### config.mk
export PLATFORM = sky130hd
export DESIGN_NAME = custom_line_pulse_shape
export DESIGN_NICKNAME = d
export VERILOG_FILES = /design/src/core/clps_pkg.sv /design/src/core/clps_slot_reg.sv /design/src/core/custom_line_pulse_shape.sv
export SDC_FILE = /design/constraint.sdc
export NUM_CORES = 1
export LEC_CHECK = 0
export BUFFER_PORTS_ARGS = -buffer_cell sky130_fd_sc_hd__clkbuf_2
export CAP_MARGIN = 0
export CELL_PAD_IN_SITES_DETAIL_PLACEMENT = 1
export CELL_PAD_IN_SITES_GLOBAL_PLACEMENT = 1
export CORE_MARGIN = 10
export CORE_UTILIZATION = 49
export DETAILED_ROUTE_END_ITERATION = 10
export PLACE_DENSITY = 0.87
export SYNTH_ARGS = -nofsm -noshare
export SYNTH_HDL_FRONTEND = slang
export SYNTH_SLANG_ARGS = --single-unit
### constraint.sdc
create_clock -name ref_clk -period 6.38 [get_ports ref_clk]
set_clock_uncertainty 0.1 [all_clocks]
set_input_delay 0.319 -clock ref_clk [delete_from_list [all_inputs] [get_ports ref_clk]]
set_output_delay 0.319 -clock ref_clk [all_outputs]
set_load 0.05 [all_outputs]
### src/core/clps_pkg.sv
// Shared constants for the custom transmit pulse shape block.
package clps_pkg;

    // Width of the register address and page select.
    localparam int ADDR_W = 5;
    localparam int PAGE_W = 3;

    // Page that holds the pulse level registers.
    localparam logic [2:0] PAGE_PULSE = 3'h2;

    // Register offsets inside the page.
    localparam logic [4:0] OFS_SLOT_ONE   = 5'h1C;
    localparam logic [4:0] OFS_SLOT_TWO   = 5'h1D;
    localparam logic [4:0] OFS_SLOT_THREE = 5'h1E;
    localparam logic [4:0] OFS_SLOT_FOUR  = 5'h1F;

    // Field layout of a pulse level register.
    localparam int SIGN_BIT = 6;
    localparam int MAG_MSB  = 5;
    localparam int MAG_W    = 6;
    localparam int LVL_W    = 7;

    // Value of every pulse level register after reset.
    localparam logic [6:0] LEVEL_RST = 7'h00;

    // Time slot length: a quarter of a 488 ns bit cell.
    localparam int SLOT_TIME_NS  = 122;
    localparam int CLK_PERIOD_NS = 50;
    // Longest time, so rounded down, never below one cycle.
    localparam int SLOT_CYCLES   = (SLOT_TIME_NS / CLK_PERIOD_NS) < 1 ? 1 :
                                   (SLOT_TIME_NS / CLK_PERIOD_NS);

    // Number of time slots in one bit cell.
    localparam int NUM_SLOTS = 4;

    // Waveform generator states.
    typedef enum logic [0:0] {
        CLPS_IDLE = 1'b0,
        CLPS_RUN  = 1'b1
    } clps_state_t;

endpackage

### src/core/clps_slot_reg.sv
`timescale 1ns/10ps
`default_nettype none

// One pulse level register: a sign bit and a six bit magnitude.
module clps_slot_reg #(
    parameter logic [4:0] OFFSET = 5'h1C
) (
    input  wire logic       ref_clk,
    input  wire logic       sys_rst,
    input  wire logic       wr_en,
    input  wire logic [2:0] reg_page,
    input  wire logic [4:0] reg_addr,
    input  wire logic [7:0] reg_wdata,
    output logic      [6:0] level_r
);

    // Next value of the stored sign and magnitude.
    logic [6:0] level_nxt;
    // High when this register is the target of the current write.
    logic       hit;

    // A write to this page and offset loads bits 6..0; bit 7 is dropped.
    always_comb begin
        hit       = wr_en && (reg_page == clps_pkg::PAGE_PULSE) && (reg_addr == OFFSET);
        level_nxt = level_r;
        if (hit) begin
            level_nxt = reg_wdata[6:0];
        end
    end

    // Storage, cleared to zero by reset.
    always_ff @(posedge ref_clk or posedge sys_rst) begin
        if (sys_rst) begin
            level_r <= clps_pkg::LEVEL_RST;
        end else begin
            level_r <= level_nxt;
        end
    end
endmodule

`default_nettype wire

### src/core/custom_line_pulse_shape.sv
// Functional notes
// - Sign one gives positive level for a positive-going mark.
// - Sign zero gives negative slot level.
// - Slot one magnitude bits 5..0, reset zero.
// - Magnitude is unsigned, bit 5 most significant.
// - Slot two sign and magnitude, reset zero.
// - Slot three sign and magnitude, reset zero.
// - Slot four at offset 1F, reset zero.
`timescale 1ns/10ps
`default_nettype none

// Custom transmit pulse shape: four programmable levels played per bit cell.
module custom_line_pulse_shape #(
    parameter int SLOT_CYCLES = clps_pkg::SLOT_CYCLES
) (
    input  wire logic       ref_clk,
    input  wire logic       sys_rst,
    input  wire logic [2:0] reg_page,
    input  wire logic [4:0] reg_addr,
    input  wire logic       reg_wr_en,
    input  wire logic       reg_rd_en,
    input  wire logic [7:0] reg_wdata,
    output logic      [7:0] reg_rdata_r,
    input  wire logic       cell_start,
    input  wire logic       cell_mark,
    input  wire logic       cell_negative,
    output logic      [6:0] line_level_r,
    output logic      [1:0] slot_index_r,
    output logic            shaping_active_r
);

    // The slot counter is eight bits wide, so longer slots cannot be served.
    if (SLOT_CYCLES < 1 || SLOT_CYCLES > 255) begin : g_bad_slot_cycles
        $error("SLOT_CYCLES must lie between 1 and 255.");
    end

    // Counter end value at the counter's own width.
    localparam logic [7:0] CNT_LAST = 8'(SLOT_CYCLES - 1);

    // Stored sign and magnitude of each slot, index 0 is the first slot.
    logic [6:0] slot_level [4];

    // Generator state and its next values.
    clps_pkg::clps_state_t state_r;
    clps_pkg::clps_state_t state_nxt;
    logic [7:0]            cnt_r;
    logic [7:0]            cnt_nxt;
    logic [1:0]            slot_nxt;
    logic                  mark_r;
    logic                  mark_nxt;
    logic                  neg_r;
    logic                  neg_nxt;
    logic [6:0]            level_nxt;
    logic                  active_nxt;
    // Read data next value.
    logic [7:0]            rdata_nxt;

    // Offsets of the four registers, in slot order.
    localparam logic [4:0] SLOT_OFS [4] = '{clps_pkg::OFS_SLOT_ONE, clps_pkg::OFS_SLOT_TWO,
                                            clps_pkg::OFS_SLOT_THREE, clps_pkg::OFS_SLOT_FOUR};

    // One register instance per time slot.
    for (genvar g = 0; g < clps_pkg::NUM_SLOTS; g++) begin : g_slot
        clps_slot_reg #(
            .OFFSET (SLOT_OFS[g])
        ) u_reg (
            .ref_clk   (ref_clk),
            .sys_rst   (sys_rst),
            .wr_en     (reg_wr_en),
            .reg_page  (reg_page),
            .reg_addr  (reg_addr),
            .reg_wdata (reg_wdata),
            .level_r   (slot_level[g])
        );
    end

    // Turns a stored sign and magnitude into a signed line level.
    function automatic logic [6:0] shape_level(input logic [6:0] cfg, input logic neg);
        logic [6:0] mag;
        logic [6:0] lvl;
        // Unsigned magnitude, bit 5 is its most significant bit.
        mag = {1'b0, cfg[clps_pkg::MAG_MSB:0]};
        if (cfg[clps_pkg::SIGN_BIT]) begin
            lvl = mag;
        end else begin
            lvl = 7'(-mag);
        end
        // A negative going mark mirrors the whole shape.
        if (neg) begin
            lvl = 7'(-lvl);
        end
        return lvl;
    endfunction

    // Register read path: bit 7 and unmapped addresses read zero.
    always_comb begin
        rdata_nxt = reg_rdata_r;
        if (reg_rd_en) begin
            rdata_nxt = 8'h00;
            if (reg_page == clps_pkg::PAGE_PULSE) begin
                case (reg_addr)
                    clps_pkg::OFS_SLOT_ONE: begin
                        rdata_nxt = {1'b0, slot_level[0]};
                    end
                    clps_pkg::OFS_SLOT_TWO: begin
                        rdata_nxt = {1'b0, slot_level[1]};
                    end
                    clps_pkg::OFS_SLOT_THREE: begin
                        rdata_nxt = {1'b0, slot_level[2]};
                    end
                    clps_pkg::OFS_SLOT_FOUR: begin
                        rdata_nxt = {1'b0, slot_level[3]};
                    end
                    default: begin
                        rdata_nxt = 8'h00;
                    end
                endcase
            end
        end
    end

    // Read data register; holds the last answer until the next read.
    always_ff @(posedge ref_clk or posedge sys_rst) begin
        if (sys_rst) begin
            reg_rdata_r <= 8'h00;
        end else begin
            reg_rdata_r <= rdata_nxt;
        end
    end

    // Slot sequencer: a new cell start always restarts at the first slot.
    always_comb begin
        state_nxt = state_r;
        cnt_nxt   = cnt_r;
        slot_nxt  = slot_index_r;
        mark_nxt  = mark_r;
        neg_nxt   = neg_r;
        if (cell_start) begin
            // Latch the cell's polarity and begin slot one.
            state_nxt = clps_pkg::CLPS_RUN;
            cnt_nxt   = 8'h00;
            slot_nxt  = 2'h0;
            mark_nxt  = cell_mark;
            neg_nxt   = cell_negative;
        end else begin
            case (state_r)
                clps_pkg::CLPS_RUN: begin
                    if (cnt_r == CNT_LAST) begin
                        cnt_nxt = 8'h00;
                        if (slot_index_r == 2'h3) begin
                            // Fourth slot done: the cell is over.
                            state_nxt = clps_pkg::CLPS_IDLE;
                            slot_nxt  = 2'h0;
                        end else begin
                            slot_nxt = 2'(slot_index_r + 2'h1);
                        end
                    end else begin
                        cnt_nxt = 8'(cnt_r + 8'h01);
                    end
                end
                default: begin
                    cnt_nxt  = 8'h00;
                    slot_nxt = 2'h0;
                end
            endcase
        end
        // Space cells and idle time drive level zero.
        active_nxt = (state_nxt == clps_pkg::CLPS_RUN);
        level_nxt  = 7'h00;
        if (active_nxt && mark_nxt) begin
            level_nxt = shape_level(slot_level[slot_nxt], neg_nxt);
        end
    end

    // Sequencer and output registers.
    always_ff @(posedge ref_clk or posedge sys_rst) begin
        if (sys_rst) begin
            state_r          <= clps_pkg::CLPS_IDLE;
            cnt_r            <= 8'h00;
            slot_index_r     <= 2'h0;
            mark_r           <= 1'b0;
            neg_r            <= 1'b0;
            line_level_r     <= 7'h00;
            shaping_active_r <= 1'b0;
        end else begin
            state_r          <= state_nxt;
            cnt_r            <= cnt_nxt;
            slot_index_r     <= slot_nxt;
            mark_r           <= mark_nxt;
            neg_r            <= neg_nxt;
            line_level_r     <= level_nxt;
            shaping_active_r <= active_nxt;
        end
    end
endmodule

`default_nettype wire

---- Word level (Yosys, flattened, before mapping) ----
Cells that the tools add are included.
operators by class
  mux-type cells .......................... 22
  bitwise gates (word level) .............. 1
  $lt $le $gt $ge ......................... 1
  equality and inequality tests ........... 7
  $add $sub $neg .......................... 4
  reduce and logical (&&, ||, !) cells .... 6
operators by type and width
  kind                   count
  $mux W7                7
  $pmux W7 S4            1
  $mux W8                3
  $eq A5 B5 Y1 const B   4
  $bmux W7 S2            1
  $add A8 B1 Y8 const B  1
  $eq A8 B1 Y1 const B   1
  $mux W2                4
  $neg A6 Y7             1
  $neg A7 Y7             1
  $logic_and A1 B1 Y1    6
  $mux W1                6
  $eq A3 B2 Y1 const B   1
  $ge A3 B3 Y1 const B   1
  $not A2 Y3             1
  $add A2 B1 Y2 const B  1
  $eq A2 B2 Y1 const B   1
word-level totals
  output and inout port bits .............. 18
  register bits ........................... 56
  word-level logic and storage cells ...... 52
  input bits .............................. 23

---- Longest topological paths before layout ----
Gate-level depths: netlist of the first run.
  depth in word-level cells ............... 15
  depth in mapped cells ................... 15
  gate-level depth less buffers ........... 14

---- Hierarchy ----
A second synthesis of the first run with hierarchy kept.
second synthesis, totals
  cell total of the unflattened synthesis .. 258
  area total of the unflattened synthesis .. 3,083.0 µm²
modules (own cells, without submodules)
  module                               instances  sequential area each (µm²)  area an instance (µm²)  cells each
  custom_line_pulse_shape              1          675.6                       1,836.8                 185
  clps_slot_reg (g_slot[1].u_reg ...)  2          175.2                       312.8                   18
  clps_slot_reg (g_slot[0].u_reg)      1          175.2                       310.3                   18
  clps_slot_reg (g_slot[3].u_reg)      1          175.2                       310.3                   19

---- Least setup slack after synthesis of the first run ----
OpenSTA, ideal clock, no wires.
  kind .................................... register to register
  from .................................... reg cnt_r[1]
  to ...................................... reg line_level_r[5]
  stages on the path, launching flop included .. 15
  period minus slack after synthesis ...... 3,866 ps
  setup time .............................. 128 ps
  arrival ................................. 3,639 ps
  buffers on the path ..................... 1
  data required time ...................... 6,152 ps
  setup slack ............................. 2,514 ps
  cells stage by stage .................... dfrtp_1 > inv_1 > ha_1 > or4b_4 > nor2_2 > mux2_4 > buf_12 > inv_8 > mux4_2 > inv_1 > ha_1 > or4b_1 > a21boi_2 > a31oi_1 > mux2_1
on the way
  longest elaborated chain between the ends .. 14
  elaborated cells between the ends (all ways) .. 18
  classes of those cells .................. 2 x add/sub; 1 x eq/ne; 13 x mux; 1 x bitwise; 1 x reduce/logical
RTL lines
  what                                           line                            text
  start: declaration                             custom_line_pulse_shape.sv:46   logic [7:0] cnt_r;
  start signal: assignment                       custom_line_pulse_shape.sv:187  cnt_r <= cnt_nxt;
  $eq A8 B1 Y1 *                                 custom_line_pulse_shape.sv:148  if (cnt_r == CNT_LAST) begin
  $mux W2 *                                      custom_line_pulse_shape.sv:148
  $mux W2 *                                      custom_line_pulse_shape.sv:146  case (state_r)
  $mux W2 *                                      custom_line_pulse_shape.sv:138  if (cell_start) begin
  net slot_nxt[0]                                custom_line_pulse_shape.sv:48   logic [1:0] slot_nxt;
  $not A2 Y3 (not written as such) *             custom_line_pulse_shape.sv:171  level_nxt = shape_level(slot_level[slot_nxt], neg_nxt);
  $bmux W7 S2 *                                  custom_line_pulse_shape.sv:171
  $mux W7 (not written as such) * (2 in series)  custom_line_pulse_shape.sv:171
  $neg A6 Y7                                     custom_line_pulse_shape.sv:86   lvl = 7'(-mag);
  $mux W7 *                                      custom_line_pulse_shape.sv:83   if (cfg[clps_pkg::SIGN_BIT]) begin
  $mux W7 *                                      custom_line_pulse_shape.sv:170  if (active_nxt && mark_nxt) begin
  $neg A7 Y7                                     custom_line_pulse_shape.sv:90   lvl = 7'(-lvl);
  $mux W7 *                                      custom_line_pulse_shape.sv:89   if (neg) begin
  $mux W7 *                                      custom_line_pulse_shape.sv:170
  net level_nxt[5]                               custom_line_pulse_shape.sv:53   logic [6:0] level_nxt;
  end signal: assignment                         custom_line_pulse_shape.sv:191  line_level_r <= level_nxt;
  end: declaration                               custom_line_pulse_shape.sv:27   output logic [6:0] line_level_r,
Mark *: on every way through the listed nets, which the timed path passes. The rest lies on a longest branch. The select of a mux whose other input is x is not followed.
A chain may end at the register's enable or synchronous reset.

---- Worst setup path in the final report of the first run ----
Same ends and word-level chain as after synthesis.

==> metrics.md, run 1 <==
| Metric | Value |
|---|---|
| Initial Util | `51.4%` |
| Seq cells post-synth | `55` |
| Setup CP Type | `reg2reg` |
| Outcome | `finished, final reports clean` |
| Total power | `830 uW` |
| Tightest Hold Check Type | `in2async` |
| Placed inst area | `3120 um2` |
| Most frequent cells in the layout | `dfrtp_1 (55), clkbuf_2 (38), mux2_2 (33)` |
| Post-Syn Nets | `276` |
| Reg power frac | `46.6%` |
| Row cnt | `27` |
| Routed WL | `7260 um` |
| Finish-stage setup viols | `0` |
| N_diodes | `0` |
| Final Instance Area | `3220 um2` |
| DR pass1 iterations | `4` |
| Critical path buffers and inverters | `3` |
| Worst Tran Pin Value | `1.09 ns` |
| Cells after DPL | `353` |
| Max-slew violation count | `0` |
| Register area share after synthesis | `47.8%` |
| Post-synthesis cell area | `2880 um2` |
| DRC viols | `0` |
| Ys Warns | `0` |
| Worst vdd ir | `126 uV` |
| Pwr Density | `257 nW/um2` |
| GPL Wtd Cong | `0.746` |
| Fraction of registers with async set/reset | `100%` |
| Avg Inst Size Synth | `11.6 um2` |
| Die Area | `9350 um2` |
| Required time of the critical path | `6.47 ns` |
| Core ar. | `5610 um2` |
| Setup crit end kind | `flop` |
| Routed length per instance | `20.2 um` |
| Area Overhead vs Synth | `11.8%` |
| DR vias/cell | `5.98` |
| Switching part of the total | `32.0%` |
| HPWL Detailed | `5200 um` |
| Crit-path leading delay family | `multiplexers` |
| CP Max Fanout | `8` |
| Total CTS buffers | `5` |
| CP Data Arrival Time | `4.31 ns` |
| Grt total ovfl | `0` |
| Ys flop type | `dfrtp_1` |
| Resize count post-CTS | `0` |
| Post-Route Setup TNS | `0 ns` |
| Clk network pwr share | `27.5%` |
| Leakage | `0.00156 uW` |
| Initial antenna violation count | `0` |
| Commonest non-fill, non-tap cell in the layout | `dfrtp_1` |
| Layout cells sized above 1 | `32.3%` |
| Nets | `315` |
| CTS tree | `done` |
| Max Cap Viol | `0` |
| ANT nets after route | `0` |
| Final hold vios | `0` |
| Netlist cell types | `52` |
| Fmax | `0.237 GHz` |
| RSZ-0062 raised after global routing | `no` |
| Pint | `564 uW` |
| Vias in the first global route | `2367` |
| Clock transition at the registers of the reported paths | `0.10 ns` |
| Die Height | `96.7 um` |
| Switch Pwr | `265 uW` |
| Post-CTS setup buffer count | `0` |
| Ports | `41` |
| Cts hold-fix bufs | `0` |
| Die width | `96.7 um` |
| CTS root buffer | `clkbuf_8` |
| Type of origin of the critical path | `flop` |
| IO buf count | `38` |
| CTS sink cnt | `55` |
| Critical path cell sequence | `inv_1, ha_1, or4b_4, nor2_2, mux2_4, inv_8, mux4_2, inv_1, ha_1, a21oi_1, or4b_1, a21boi_2, a31oi_1, mux2_1` |
| Min Clock Period, post-route | `4.22 ns` |
| CTS H-Tree Depth | `2` |
| Logic pwr share | `25.9%` |
| Worst-skew pair later-pin latency | `0.31 ns` |
| First-pass GRT wire length | `12000 um` |
| Number of synthesized flops with an enable pin | `0` |
| Filler cells | `629` |
| Largest net degree at the start of global routing | `56` |
| GRT Total Usage | `15.2%` |
| Slew HR | `26.5%` |
| Clock Tree Buf Depth | `2` |
| Starting DRT DRC Count | `84` |
| Critical Path Slowest Stage Cell | `mux4_2` |
| Post-Syn Instances | `249` |
| Vias | `2152` |
| Fin cells | `360` |
| Largest stage delay, worst path | `0.55 ns` |
| Final worst-path cycle share | `66.1%` |
## final timing paths
path                                start         endpoint  slack (ns)  cells past startpoint
worst max-delay path             cnt_r[1]  line_level_r[5]        2.16                     14
max in group asynchronous         sys_rst  line_level_r[4]        5.64                      3
worst min register to register     mark_r           mark_r        0.42                      2
worst max register to register   cnt_r[1]  line_level_r[5]        2.16                     14
worst min-delay path              sys_rst   reg_rdata_r[2]        0.09                      3
min in group ref_clk            cell_mark           mark_r        0.15                      3
## final cells by class
cell class                      count  area (um2)  area share, %
Sequential cell                    55        1380           42.7
Multi-Input combinational cell    173        1400           43.3
Tap cell                           72        90.1           2.80
Clock inverter                      1        30.0          0.932
Timing Repair Buffer               39         198           6.14
Inverter                           14        60.1           1.86
Clock buffer                        6        72.6           2.25
## per-stage QoR
step	setup WS [ns]	utilization, %	hold slack (ns)
3_3_place_gp	2.35	55.6	0.366
6_report	2.16	57.5	0.0887
3_5_place_dp	2.24	55.6	0.411
2_1_floorplan	2.51	-	0.326
4_1_cts	2.16	57.5	0.110
5_1_grt	2.01	57.5	0.149
## kinds of logic after synthesis
group | after synthesis | synth area share, %
flops | 55 | 47.8
simple gates | 65 | 12.3
buf+inv | 21 | 3.82
xor+xnor | 11 | 3.34
compound gates | 43 | 11.7
other cells | 1 | 0.130
mux | 49 | 19.2
fa+ha+maj | 4 | 1.74
## tightest hold or removal path: cells and delay by family
kind / cells / cell delay (ns)
buf+inv: 3 / 0.69
## registers in the layout, summed over array words and instances, names as in the netlist
register and flops:
neg_r 1, slot_index_r 2, state_r 1, mark_r 1, cnt_r 8, reg_rdata_r 7, g_slot.u_reg.level_r 28, line_level_r 7
## routing by layer
layer | wire, um | global-route usage (%)
met5 | 0 | 0
met4 | 156 | 5.75
met3 | 282 | 3.19
met2 | 3750 | 26.2
met1 | 3070 | 17.9
## power by group through the flow
stage               Combinational, uW  Clock (uW)  Sequential (uW)
finish                            215         228              386
global route                      235         245              389
CTS                               217         231              386
detailed placement                213           0              393
global placement                  206           0              391
floorplan                         132           0              427
## cell usage after synthesis (2+ instances only)
| library cell | count | area [um2] |
|---|---|---|
| dfrtp_1 | 55 | 1380 |
| nor2_1 | 15 | 56.3 |
| clkbuf_1 | 3 | 11.3 |
| nand2_1 | 12 | 45.0 |
| mux2_2 | 33 | 372 |
| nand3_1 | 11 | 55.1 |
| xor2_1 | 7 | 61.3 |
| a22o_1 | 7 | 61.3 |
| nor3_1 | 4 | 20.0 |
| mux2i_1 | 12 | 120 |
| a21oi_1 | 4 | 20.0 |
| buf_4 | 2 | 15.0 |
| o21ai_0 | 3 | 15.0 |
| o22ai_1 | 7 | 43.8 |
| xnor2_1 | 4 | 35.0 |
| inv_1 | 13 | 48.8 |
| and3_1 | 6 | 37.5 |
| a41oi_1 | 2 | 17.5 |
| ha_1 | 4 | 50.1 |
| nor3b_1 | 6 | 45.0 |
| a221oi_1 | 8 | 70.1 |
Note: power is estimated with default switching activity, not from simulation.
==> run 2: changes to the inputs <==
--- a/config.mk
+++ b/config.mk
@@ -5,14 +5,15 @@
 export SDC_FILE = /design/constraint.sdc
 export NUM_CORES = 1
 export LEC_CHECK = 0
+export ABC_AREA = 1
 export BUFFER_PORTS_ARGS = -buffer_cell sky130_fd_sc_hd__clkbuf_2
 export CAP_MARGIN = 0
 export CELL_PAD_IN_SITES_DETAIL_PLACEMENT = 1
 export CELL_PAD_IN_SITES_GLOBAL_PLACEMENT = 1
 export CORE_MARGIN = 10
-export CORE_UTILIZATION = 49
+export CORE_UTILIZATION = 39
 export DETAILED_ROUTE_END_ITERATION = 10
-export PLACE_DENSITY = 0.87
+export PLACE_DENSITY = 0.78
 export SYNTH_ARGS = -nofsm -noshare
 export SYNTH_HDL_FRONTEND = slang
 export SYNTH_SLANG_ARGS = --single-unit
==> constraint.sdc (replaced) <==
create_clock -name ref_clk -period 3.65 [get_ports ref_clk]
set_clock_uncertainty 0.1 [all_clocks]
set_input_delay 0.1825 -clock ref_clk [delete_from_list [all_inputs] [get_ports ref_clk]]
set_output_delay 0.1825 -clock ref_clk [all_outputs]
set_load 0.05 [all_outputs]
==> run 2 against run 1 <==
Compared with the run above:
- global-route usage is 1.6 points lower
- hold slack got worse by 0.049 ns
- largest cell class unchanged
- highest routed layer unchanged
- wire length grew 4.1%
- critical endpoint is now line_level_r[3]
==> metrics.md, run 2 <==
| Metric | Value |
|---|---|
| Largest stage delay, worst path | `0.40 ns (was 0.55 ns)` |
| DR pass1 iterations | `4 (unchanged)` |
| Post-synthesis cell area | `2980 um2 (was 2880 um2)` |
| Routed WL | `7560 um (was 7260 um)` |
| Ys Warns | `0 (unchanged)` |
| Worst Tran Pin Value | `0.968 ns (was 1.09 ns)` |
| Routed length per instance | `15.2 um (was 20.2 um)` |
| Resize count post-CTS | `0 (unchanged)` |
| Hold slack | `0.0398 ns (was 0.0887 ns)` |
| Max-slew violation count | `0 (unchanged)` |
| Post-Route Setup TNS | `0 ns (unchanged)` |
| N_diodes | `0 (unchanged)` |
| Worst vdd ir | `245 uV (was 126 uV)` |
| Starting DRT DRC Count | `83 (was 84)` |
| CP Max Fanout | `14 (was 8)` |
| Clock transition at the registers of the reported paths | `0.09 ns (was 0.10 ns)` |
| Fin cells | `498 (was 360)` |
| Nets | `425 (was 315)` |
| Multi-input logic area | `1400 um2 (about the same)` |
| Most common cell in the netlist | `nand2_1 (was dfrtp_1)` |
| Commonest cells in the netlist | `nand2_1 (92), dfrtp_1 (55), inv_1 (37) (was dfrtp_1 (55), mux2_2 (33), nor2_1 (15))` |
| Row cnt | `31 (was 27)` |
| Type of origin of the critical path | `flop (unchanged)` |
| GRT Total Usage | `13.6% (was 15.2%)` |
| Tightest Hold Check Type | `in2reg (was in2async)` |
| Post-CTS setup buffer count | `0 (unchanged)` |
| Finish-stage setup viols | `0 (unchanged)` |
| Final hold vios | `0 (unchanged)` |
| Post-Syn Instances | `356 (was 249)` |
| Required time of the critical path | `3.77 ns (was 6.47 ns)` |
| Register area share after synthesis | `46.2% (was 47.8%)` |
| Max Cap Viol | `0 (unchanged)` |
| Max reg flops | `28 (unchanged)` |
| Initial Util | `40.6% (was 51.4%)` |
| Leakage | `0.00167 uW (was 0.00156 uW)` |
| Total power | `1640 uW (was 830 uW)` |
| Fraction of registers with async set/reset | `100% (unchanged)` |
| Avg Inst Size Synth | `8.37 um2 (was 11.6 um2)` |
| CTS root buffer | `clkbuf_8 (unchanged)` |
| Critical Path Slowest Stage Cell | `dfrtp_1 (was mux4_2)` |
| Cells after DPL | `489 (was 353)` |
| ANT nets after route | `0 (unchanged)` |
| CTS sink cnt | `55 (unchanged)` |
| CTS tree | `done (unchanged)` |
| Most flops, register | `g_slot.u_reg.level_r (unchanged)` |
| Top flop regs | `g_slot.u_reg.level_r (28), cnt_r (8) (unchanged)` |
| Total CTS buffers | `5 (unchanged)` |
| Initial antenna violation count | `0 (unchanged)` |
| CTS H-Tree Depth | `2 (unchanged)` |
| Min Clock Period, post-route | `3.08 ns (was 4.22 ns)` |
| Ys flop type | `dfrtp_1 (unchanged)` |
| Setup CP Type | `reg2reg (unchanged)` |
| Clock Tree Buf Depth | `2 (unchanged)` |
| Fmax | `0.325 GHz (was 0.237 GHz)` |
| Vias in the first global route | `2681 (was 2367)` |
| Grt total ovfl | `0 (unchanged)` |
| Critical path buffers and inverters | `2 (was 3)` |
| Most frequent cells in the layout | `nand2_1 (92), dfrtp_1 (55), clkbuf_2 (38) (was dfrtp_1 (55), clkbuf_2 (38), mux2_2 (33))` |
| Outcome | `finished, final reports clean (unchanged)` |
| First-pass GRT wire length | `12900 um (was 12000 um)` |
| Vias | `2514 (was 2152)` |
| GPL Wtd Cong | `0.811 (was 0.746)` |
| Filler cells | `909 (was 629)` |
| Top cell type by total area after synthesis | `dfrtp_1 (unchanged)` |
| Layout cells sized above 1 | `22.6% (was 32.3%)` |
| Netlist cell types | `40 (was 52)` |
| Register area | `1380 um2 (unchanged)` |
| Slew HR | `35.0% (was 26.5%)` |
| Cts hold-fix bufs | `1 (was 0)` |
| Die Area | `11500 um2 (was 9350 um2)` |
| Commonest non-fill, non-tap cell in the layout | `nand2_1 (was dfrtp_1)` |
| Seq cells post-synth | `55 (unchanged)` |
| Die Height | `107 um (was 96.7 um)` |
| Number of synthesized flops with an enable pin | `0 (unchanged)` |
| Setup crit end kind | `flop (unchanged)` |
| Critical path cell sequence | `inv_1, ha_1, nand2_1, nor2_2, nand2_2, nand2_2, nand2_2, nor2_4, nand2_1, nand3_1, nand2_1, ha_1, inv_1, nand2_4, xor2_2, nor2_4, nor2_2, o21ai_1, a21oi_1 (was inv_1, ha_1, or4b_4, nor2_2, mux2_4, inv_8, mux4_2, inv_1, ha_1, a21oi_1, or4b_1, a21boi_2, a31oi_1, mux2_1)` |
| Dominant cells by area after synthesis | `dfrtp_1 (46%), nand2_1 (12%), o21ai_0 (5.4%), inv_1 (4.7%), nand3_1 (3.2%) (was dfrtp_1 (48%), mux2_2 (13%), mux2i_1 (4.2%), a221oi_1 (2.4%), a22o_1 (2.1%))` |
| Ports | `41 (unchanged)` |
| Pwr Density | `487 nW/um2 (was 257 nW/um2)` |
| DRC viols | `0 (unchanged)` |
| CP Data Arrival Time | `3.20 ns (was 4.31 ns)` |
| Core ar. | `7330 um2 (was 5610 um2)` |
| Largest net degree at the start of global routing | `36 (was 56)` |
| Crit-path leading delay family | `simple AND/OR/NAND/NOR gates (was multiplexers)` |
| Area Overhead vs Synth | `12.9% (was 11.8%)` |
| Final worst-path cycle share | `84.4% (was 66.1%)` |
| IO buf count | `38 (unchanged)` |
| DR vias/cell | `5.05 (was 5.98)` |
| Post-Syn Nets | `383 (was 276)` |
| RSZ-0062 raised after global routing | `no (unchanged)` |
| Worst-skew pair later-pin latency | `0.31 ns (about the same)` |
| HPWL Detailed | `5760 um (was 5200 um)` |
| Synth top area share | `46.2% (was 47.8%)` |
| Die width | `107 um (was 96.7 um)` |
run 2: cell count changes in the layout (fill, tap and decap cells not counted), moves of 11 or more:
cell | before | now
nand2_2 | 0 | 13
o21ai_0 | 3 | 32
mux2i_1 | 12 | 1
nand2_1 | 12 | 92
mux2_2 | 33 | 0
inv_1 | 12 | 36
run 2: layout make-up:
type | instances | area share (%)
clock buffers | 7 | 2.27
clock inverters | 1 | 0.149
inverters | 40 | 4.54
multi-input cells | 253 | 41.6
flip-flops and latches | 55 | 40.9
well taps | 99 | 3.68
repair buffers | 43 | 6.85
run 2: path summary, 6_finish.rpt:
path	from	endpoint	depth (start not counted)	slack [ns]
min in group asynchronous	sys_rst	cnt_r[2]	3	0.30
min	cell_mark	mark_r	3	0.04
min reg2reg	cnt_r[0]	cnt_r[0]	1	0.40
max in group asynchronous	sys_rst	g_slot[3].u_reg.level_r[5]	4	2.33
max	cnt_r[1]	line_level_r[3]	19	0.57
max reg2reg	cnt_r[1]	line_level_r[3]	19	0.57
run 2: power breakdown:
part           switching, uW  total (uW)  internal, uW
logic                    436         615           179
registers               30.3         692           662
clock network            195         330           135
total                    661        1640           977
run 2: through the flow:
stage | util, % | setup WS (ns) | instance area, um2
after floorplan | - | 0.990 | 2980
after global placement | 44.6 | 0.744 | 3270
after detailed placement | 44.6 | 0.640 | 3270
after CTS | 45.9 | 0.564 | 3360
after global routing | 45.9 | 0.293 | 3360
final | 45.9 | 0.571 | 3360
run 2: layer usage:
| layer | part of all wire (%) | routed length, um | vias up | global-route usage (%) |
|---|---|---|---|---|
| li1 | - | - | 1253 | - |
| met2 | 51 | 3830 | 34 | 24.4 |
| met1 | 44 | 3360 | 1221 | 15.9 |
| met5 | 0 | 0 | - | 0 |
| met4 | 1.0 | 77 | 0 | 3.24 |
| met3 | 3.8 | 289 | 6 | 2.99 |
run 2: cells by family (layout without fill, tap and decap cells):
group	count (synthesis)	after routing	share of synthesized area, %
simple gates	180	180	30.7
compound gates	65	65	13.2
flops	55	55	46.2
buf+inv	48	91	6.89
fa+ha+maj	4	4	1.68
xor+xnor	2	2	0.840
other cells	1	1	0.126
mux	1	1	0.336
run 2: worst min-delay path, delay by kind of cell:
family | cells | cell delay, ns
buffers and inverters | 2 | 0.16
multiplexers | 1 | 0.06
==> run 3: changes to the inputs <==
--- a/config.mk
+++ b/config.mk
@@ -5,15 +5,15 @@
 export SDC_FILE = /design/constraint.sdc
 export NUM_CORES = 1
 export LEC_CHECK = 0
-export ABC_AREA = 1
+export ABC_AREA = 0
 export BUFFER_PORTS_ARGS = -buffer_cell sky130_fd_sc_hd__clkbuf_2
 export CAP_MARGIN = 0
 export CELL_PAD_IN_SITES_DETAIL_PLACEMENT = 1
 export CELL_PAD_IN_SITES_GLOBAL_PLACEMENT = 1
 export CORE_MARGIN = 10
-export CORE_UTILIZATION = 39
+export CORE_UTILIZATION = 45
 export DETAILED_ROUTE_END_ITERATION = 10
-export PLACE_DENSITY = 0.78
+export PLACE_DENSITY = 0.81
 export SYNTH_ARGS = -nofsm -noshare
 export SYNTH_HDL_FRONTEND = slang
 export SYNTH_SLANG_ARGS = --single-unit
==> constraint.sdc (replaced) <==
create_clock -name ref_clk -period 3.06 [get_ports ref_clk]
set_clock_uncertainty 0.1 [all_clocks]
set_input_delay 0.153 -clock ref_clk [delete_from_list [all_inputs] [get_ports ref_clk]]
set_output_delay 0.153 -clock ref_clk [all_outputs]
set_load 0.05 [all_outputs]
==> run 3 against run 2 <==
Compared with the run above:
- the flow now finishes with violations (negative setup slack)
- final cell count fell by 16%
- hold slack got worse by 0.024 ns
- highest routed layer unchanged
- global-route usage rose by 3.4 points
- die area fell by 13%
- sequential power rose by 17%
- combinational power rose by 8.5%
- via count fell by 3.5%
- wire length rose by 27%
- critical path depth fell by 6
- sequential share of layout area fell by 4.1 points
- clock power rose by 22%
- largest power group unchanged
- setup slack got worse by 1.3 ns
==> metrics.md, run 3 (synthesized netlist as in run 1, its figures left out) <==
| Metric | Value |
|---|---|
| Outcome | `finished with violations (was finished, final reports clean)` |
| Failing checks | `negative setup slack` |
| Critical Path Slowest Stage Cell | `or4b_4 (was dfrtp_1)` |
| Worst Tran Pin Value | `0.888 ns (was 0.968 ns)` |
| CP Max Fanout | `2 (was 14)` |
| Max reg flops | `28 (unchanged)` |
| Total power | `1880 uW (was 1640 uW)` |
| Worst vdd ir | `329 uV (was 245 uV)` |
| CP Data Arrival Time | `3.91 ns (was 3.20 ns)` |
| Fmax | `0.262 GHz (was 0.325 GHz)` |
| GPL Wtd Cong | `0.846 (was 0.811)` |
| Row cnt | `29 (was 31)` |
| Nets | `365 (was 425)` |
| N_diodes | `0 (unchanged)` |
| Die width | `100 um (was 107 um)` |
| Initial antenna violation count | `0 (unchanged)` |
| Dpl ws | `-0.737 ns (was 0.640 ns)` |
| Layout cells sized above 1 | `45.4% (was 22.6%)` |
| Max-slew violation count | `0 (unchanged)` |
| Final worst-path cycle share | `125% (was 84.4%)` |
| Vias in the first global route | `2682 (was 2681)` |
| DRC viols | `0 (unchanged)` |
| Finish-stage setup viols | `5 (was 0)` |
| Fin cells | `416 (was 498)` |
| ANT nets after route | `0 (unchanged)` |
| CTS sink cnt | `55 (unchanged)` |
| Leakage | `0.00184 uW (was 0.00167 uW)` |
| Setup CP Type | `reg2reg (unchanged)` |
| Post-layout util | `59.6% (was 45.9%)` |
| Multi-input logic area | `1520 um2 (was 1400 um2)` |
| Vias | `2425 (was 2514)` |
| Most flops, register | `g_slot.u_reg.level_r (unchanged)` |
| Top flop regs | `g_slot.u_reg.level_r (28), cnt_r (8) (unchanged)` |
| Max Cap Viol | `0 (unchanged)` |
| Worst-skew pair later-pin latency | `0.32 ns (was 0.31 ns)` |
| Filler cells | `678 (was 909)` |
| Grt total ovfl | `0 (unchanged)` |
| First-pass GRT wire length | `13800 um (was 12900 um)` |
| Die Area | `10000 um2 (was 11500 um2)` |
| Min Clock Period, post-route | `3.81 ns (was 3.08 ns)` |
| RSZ-0062 raised after global routing | `yes (was no)` |
| Commonest non-fill, non-tap cell in the layout | `dfrtp_1 (was nand2_1)` |
| Area Overhead vs Synth | `29.7% (was 12.9%)` |
| Final hold vios | `0 (unchanged)` |
| Core ar. | `6280 um2 (was 7330 um2)` |
| Post-Route Setup TNS | `-2.52 ns (was 0 ns)` |
| Tightest Hold Check Type | `in2reg (unchanged)` |
| Clock transition at the registers of the reported paths | `0.10 ns (was 0.09 ns)` |
| Hold Path Cell Cnt | `2 (was 3)` |
| Levels on crit path | `13 (was 19)` |
| Crit-path leading delay family | `multiplexers (was simple AND/OR/NAND/NOR gates)` |
| Pwr Density | `502 nW/um2 (was 487 nW/um2)` |
| Required time of the critical path | `3.16 ns (was 3.77 ns)` |
| Die Height | `100 um (was 107 um)` |
| Largest stage delay, worst path | `0.54 ns (was 0.40 ns)` |
| IO buf count | `38 (unchanged)` |
| CTS root buffer | `clkbuf_8 (unchanged)` |
| Routed WL | `9610 um (was 7560 um)` |
| CTS H-Tree Depth | `2 (unchanged)` |
| Largest net degree at the start of global routing | `39 (was 36)` |
| Most frequent cells in the layout | `dfrtp_1 (55), buf_4 (42), clkbuf_2 (38) (was nand2_1 (92), dfrtp_1 (55), clkbuf_2 (38))` |
| DR vias/cell | `5.83 (was 5.05)` |
| Setup crit end kind | `flop (unchanged)` |
| Cells after DPL | `395 (was 489)` |
| DR pass1 iterations | `4 (unchanged)` |
| Worst R2R Path Depth | `13 (was 19)` |
| CTS tree | `done (unchanged)` |
| Register area | `1380 um2 (unchanged)` |
| Fin worst setup slack | `-0.754 ns (was 0.571 ns)` |
| Ports | `41 (unchanged)` |
| Routed length per instance | `23.1 um (was 15.2 um)` |
| CP dominant cell by count | `or4b_4` |
| Type of origin of the critical path | `flop (unchanged)` |
| Critical path cell sequence | `inv_1, ha_2, or4b_4, nor2_4, mux2_4, inv_8, mux4_2, inv_2, ha_4, or4b_4, a21boi_2, a31oi_1, mux2_1 (was inv_1, ha_1, nand2_1, nor2_2, nand2_2, nand2_2, nand2_2, nor2_4, nand2_1, nand3_1, nand2_1, ha_1, inv_1, nand2_4, xor2_2, nor2_4, nor2_2, o21ai_1, a21oi_1)` |
| Initial Util | `45.9% (was 40.6%)` |
| Clock Tree Buf Depth | `2 (unchanged)` |
| HPWL Detailed | `6050 um (was 5760 um)` |
| Slew HR | `40.7% (was 35.0%)` |
| Starting DRT DRC Count | `183 (was 83)` |
| Total CTS buffers | `5 (unchanged)` |
| Critical path buffers and inverters | `3 (was 2)` |
| GRT Total Usage | `17.0% (was 13.6%)` |
## run 3: path summary, 6_finish.rpt
| check | start | endpoint | slack, ns |
|---|---|---|---|
| setup / recovery | cnt_r[1] | line_level_r[5] | -0.75 |
| hold / removal | reg_wdata[3] | g_slot[2].u_reg.level_r[3] | 0.02 |
| setup reg to reg | cnt_r[1] | line_level_r[5] | -0.75 |
| hold reg to reg | mark_r | mark_r | 0.43 |
| max in group asynchronous | sys_rst | neg_r | 1.68 |
| min in group asynchronous | sys_rst | reg_rdata_r[4] | 0.42 |
## run 3: report_power, final
group	switching, uW	internal, uW	total, uW	leakage, uW
clock network	241	161	402	0.0000412
registers	33.7	773	807	0.000748
logic	374	294	667	0.00105
total	648	1230	1880	0.00184
## run 3: repair_timing
| action | 4_1_cts | 5_1_grt |
|---|---|---|
| buffers inserted | 4 | 6 |
| endpoints found under the hold margin | 42 | 0 |
| pin swaps | 4 | 11 |
| setup endpoints to repair | 5 | 6 |
| hold buffers | 4 | 0 |
| gates resized for setup | 7 | 19 |
## run 3: metal layers
metal	vias to the layer above	wire length, um	track usage (%)
met4	0	229	5.76
li1	1084	-	-
met1	1234	3840	19.6
met3	22	496	3.16
met2	85	5040	30.6
met5	-	0	0
## run 3: final cells by class
type                    count  area share [%]
clock inverters             2           0.335
repair buffers             89            16.1
multi-input cells         173            40.6
well taps                  77            2.58
inverters                  14            1.61
clock buffers               6            1.94
flip-flops and latches     55            36.8
## run 3: through the flow
| stage | area [um2] | hold WS (ns) |
|---|---|---|
| after CTS | 3610 | 0.00570 |
| final | 3740 | 0.0154 |
| after detailed placement | 3420 | 0.239 |
| after floorplan | 2900 | 0.160 |
| after global routing | 3740 | 0.0128 |
| after global placement | 3420 | 0.220 |
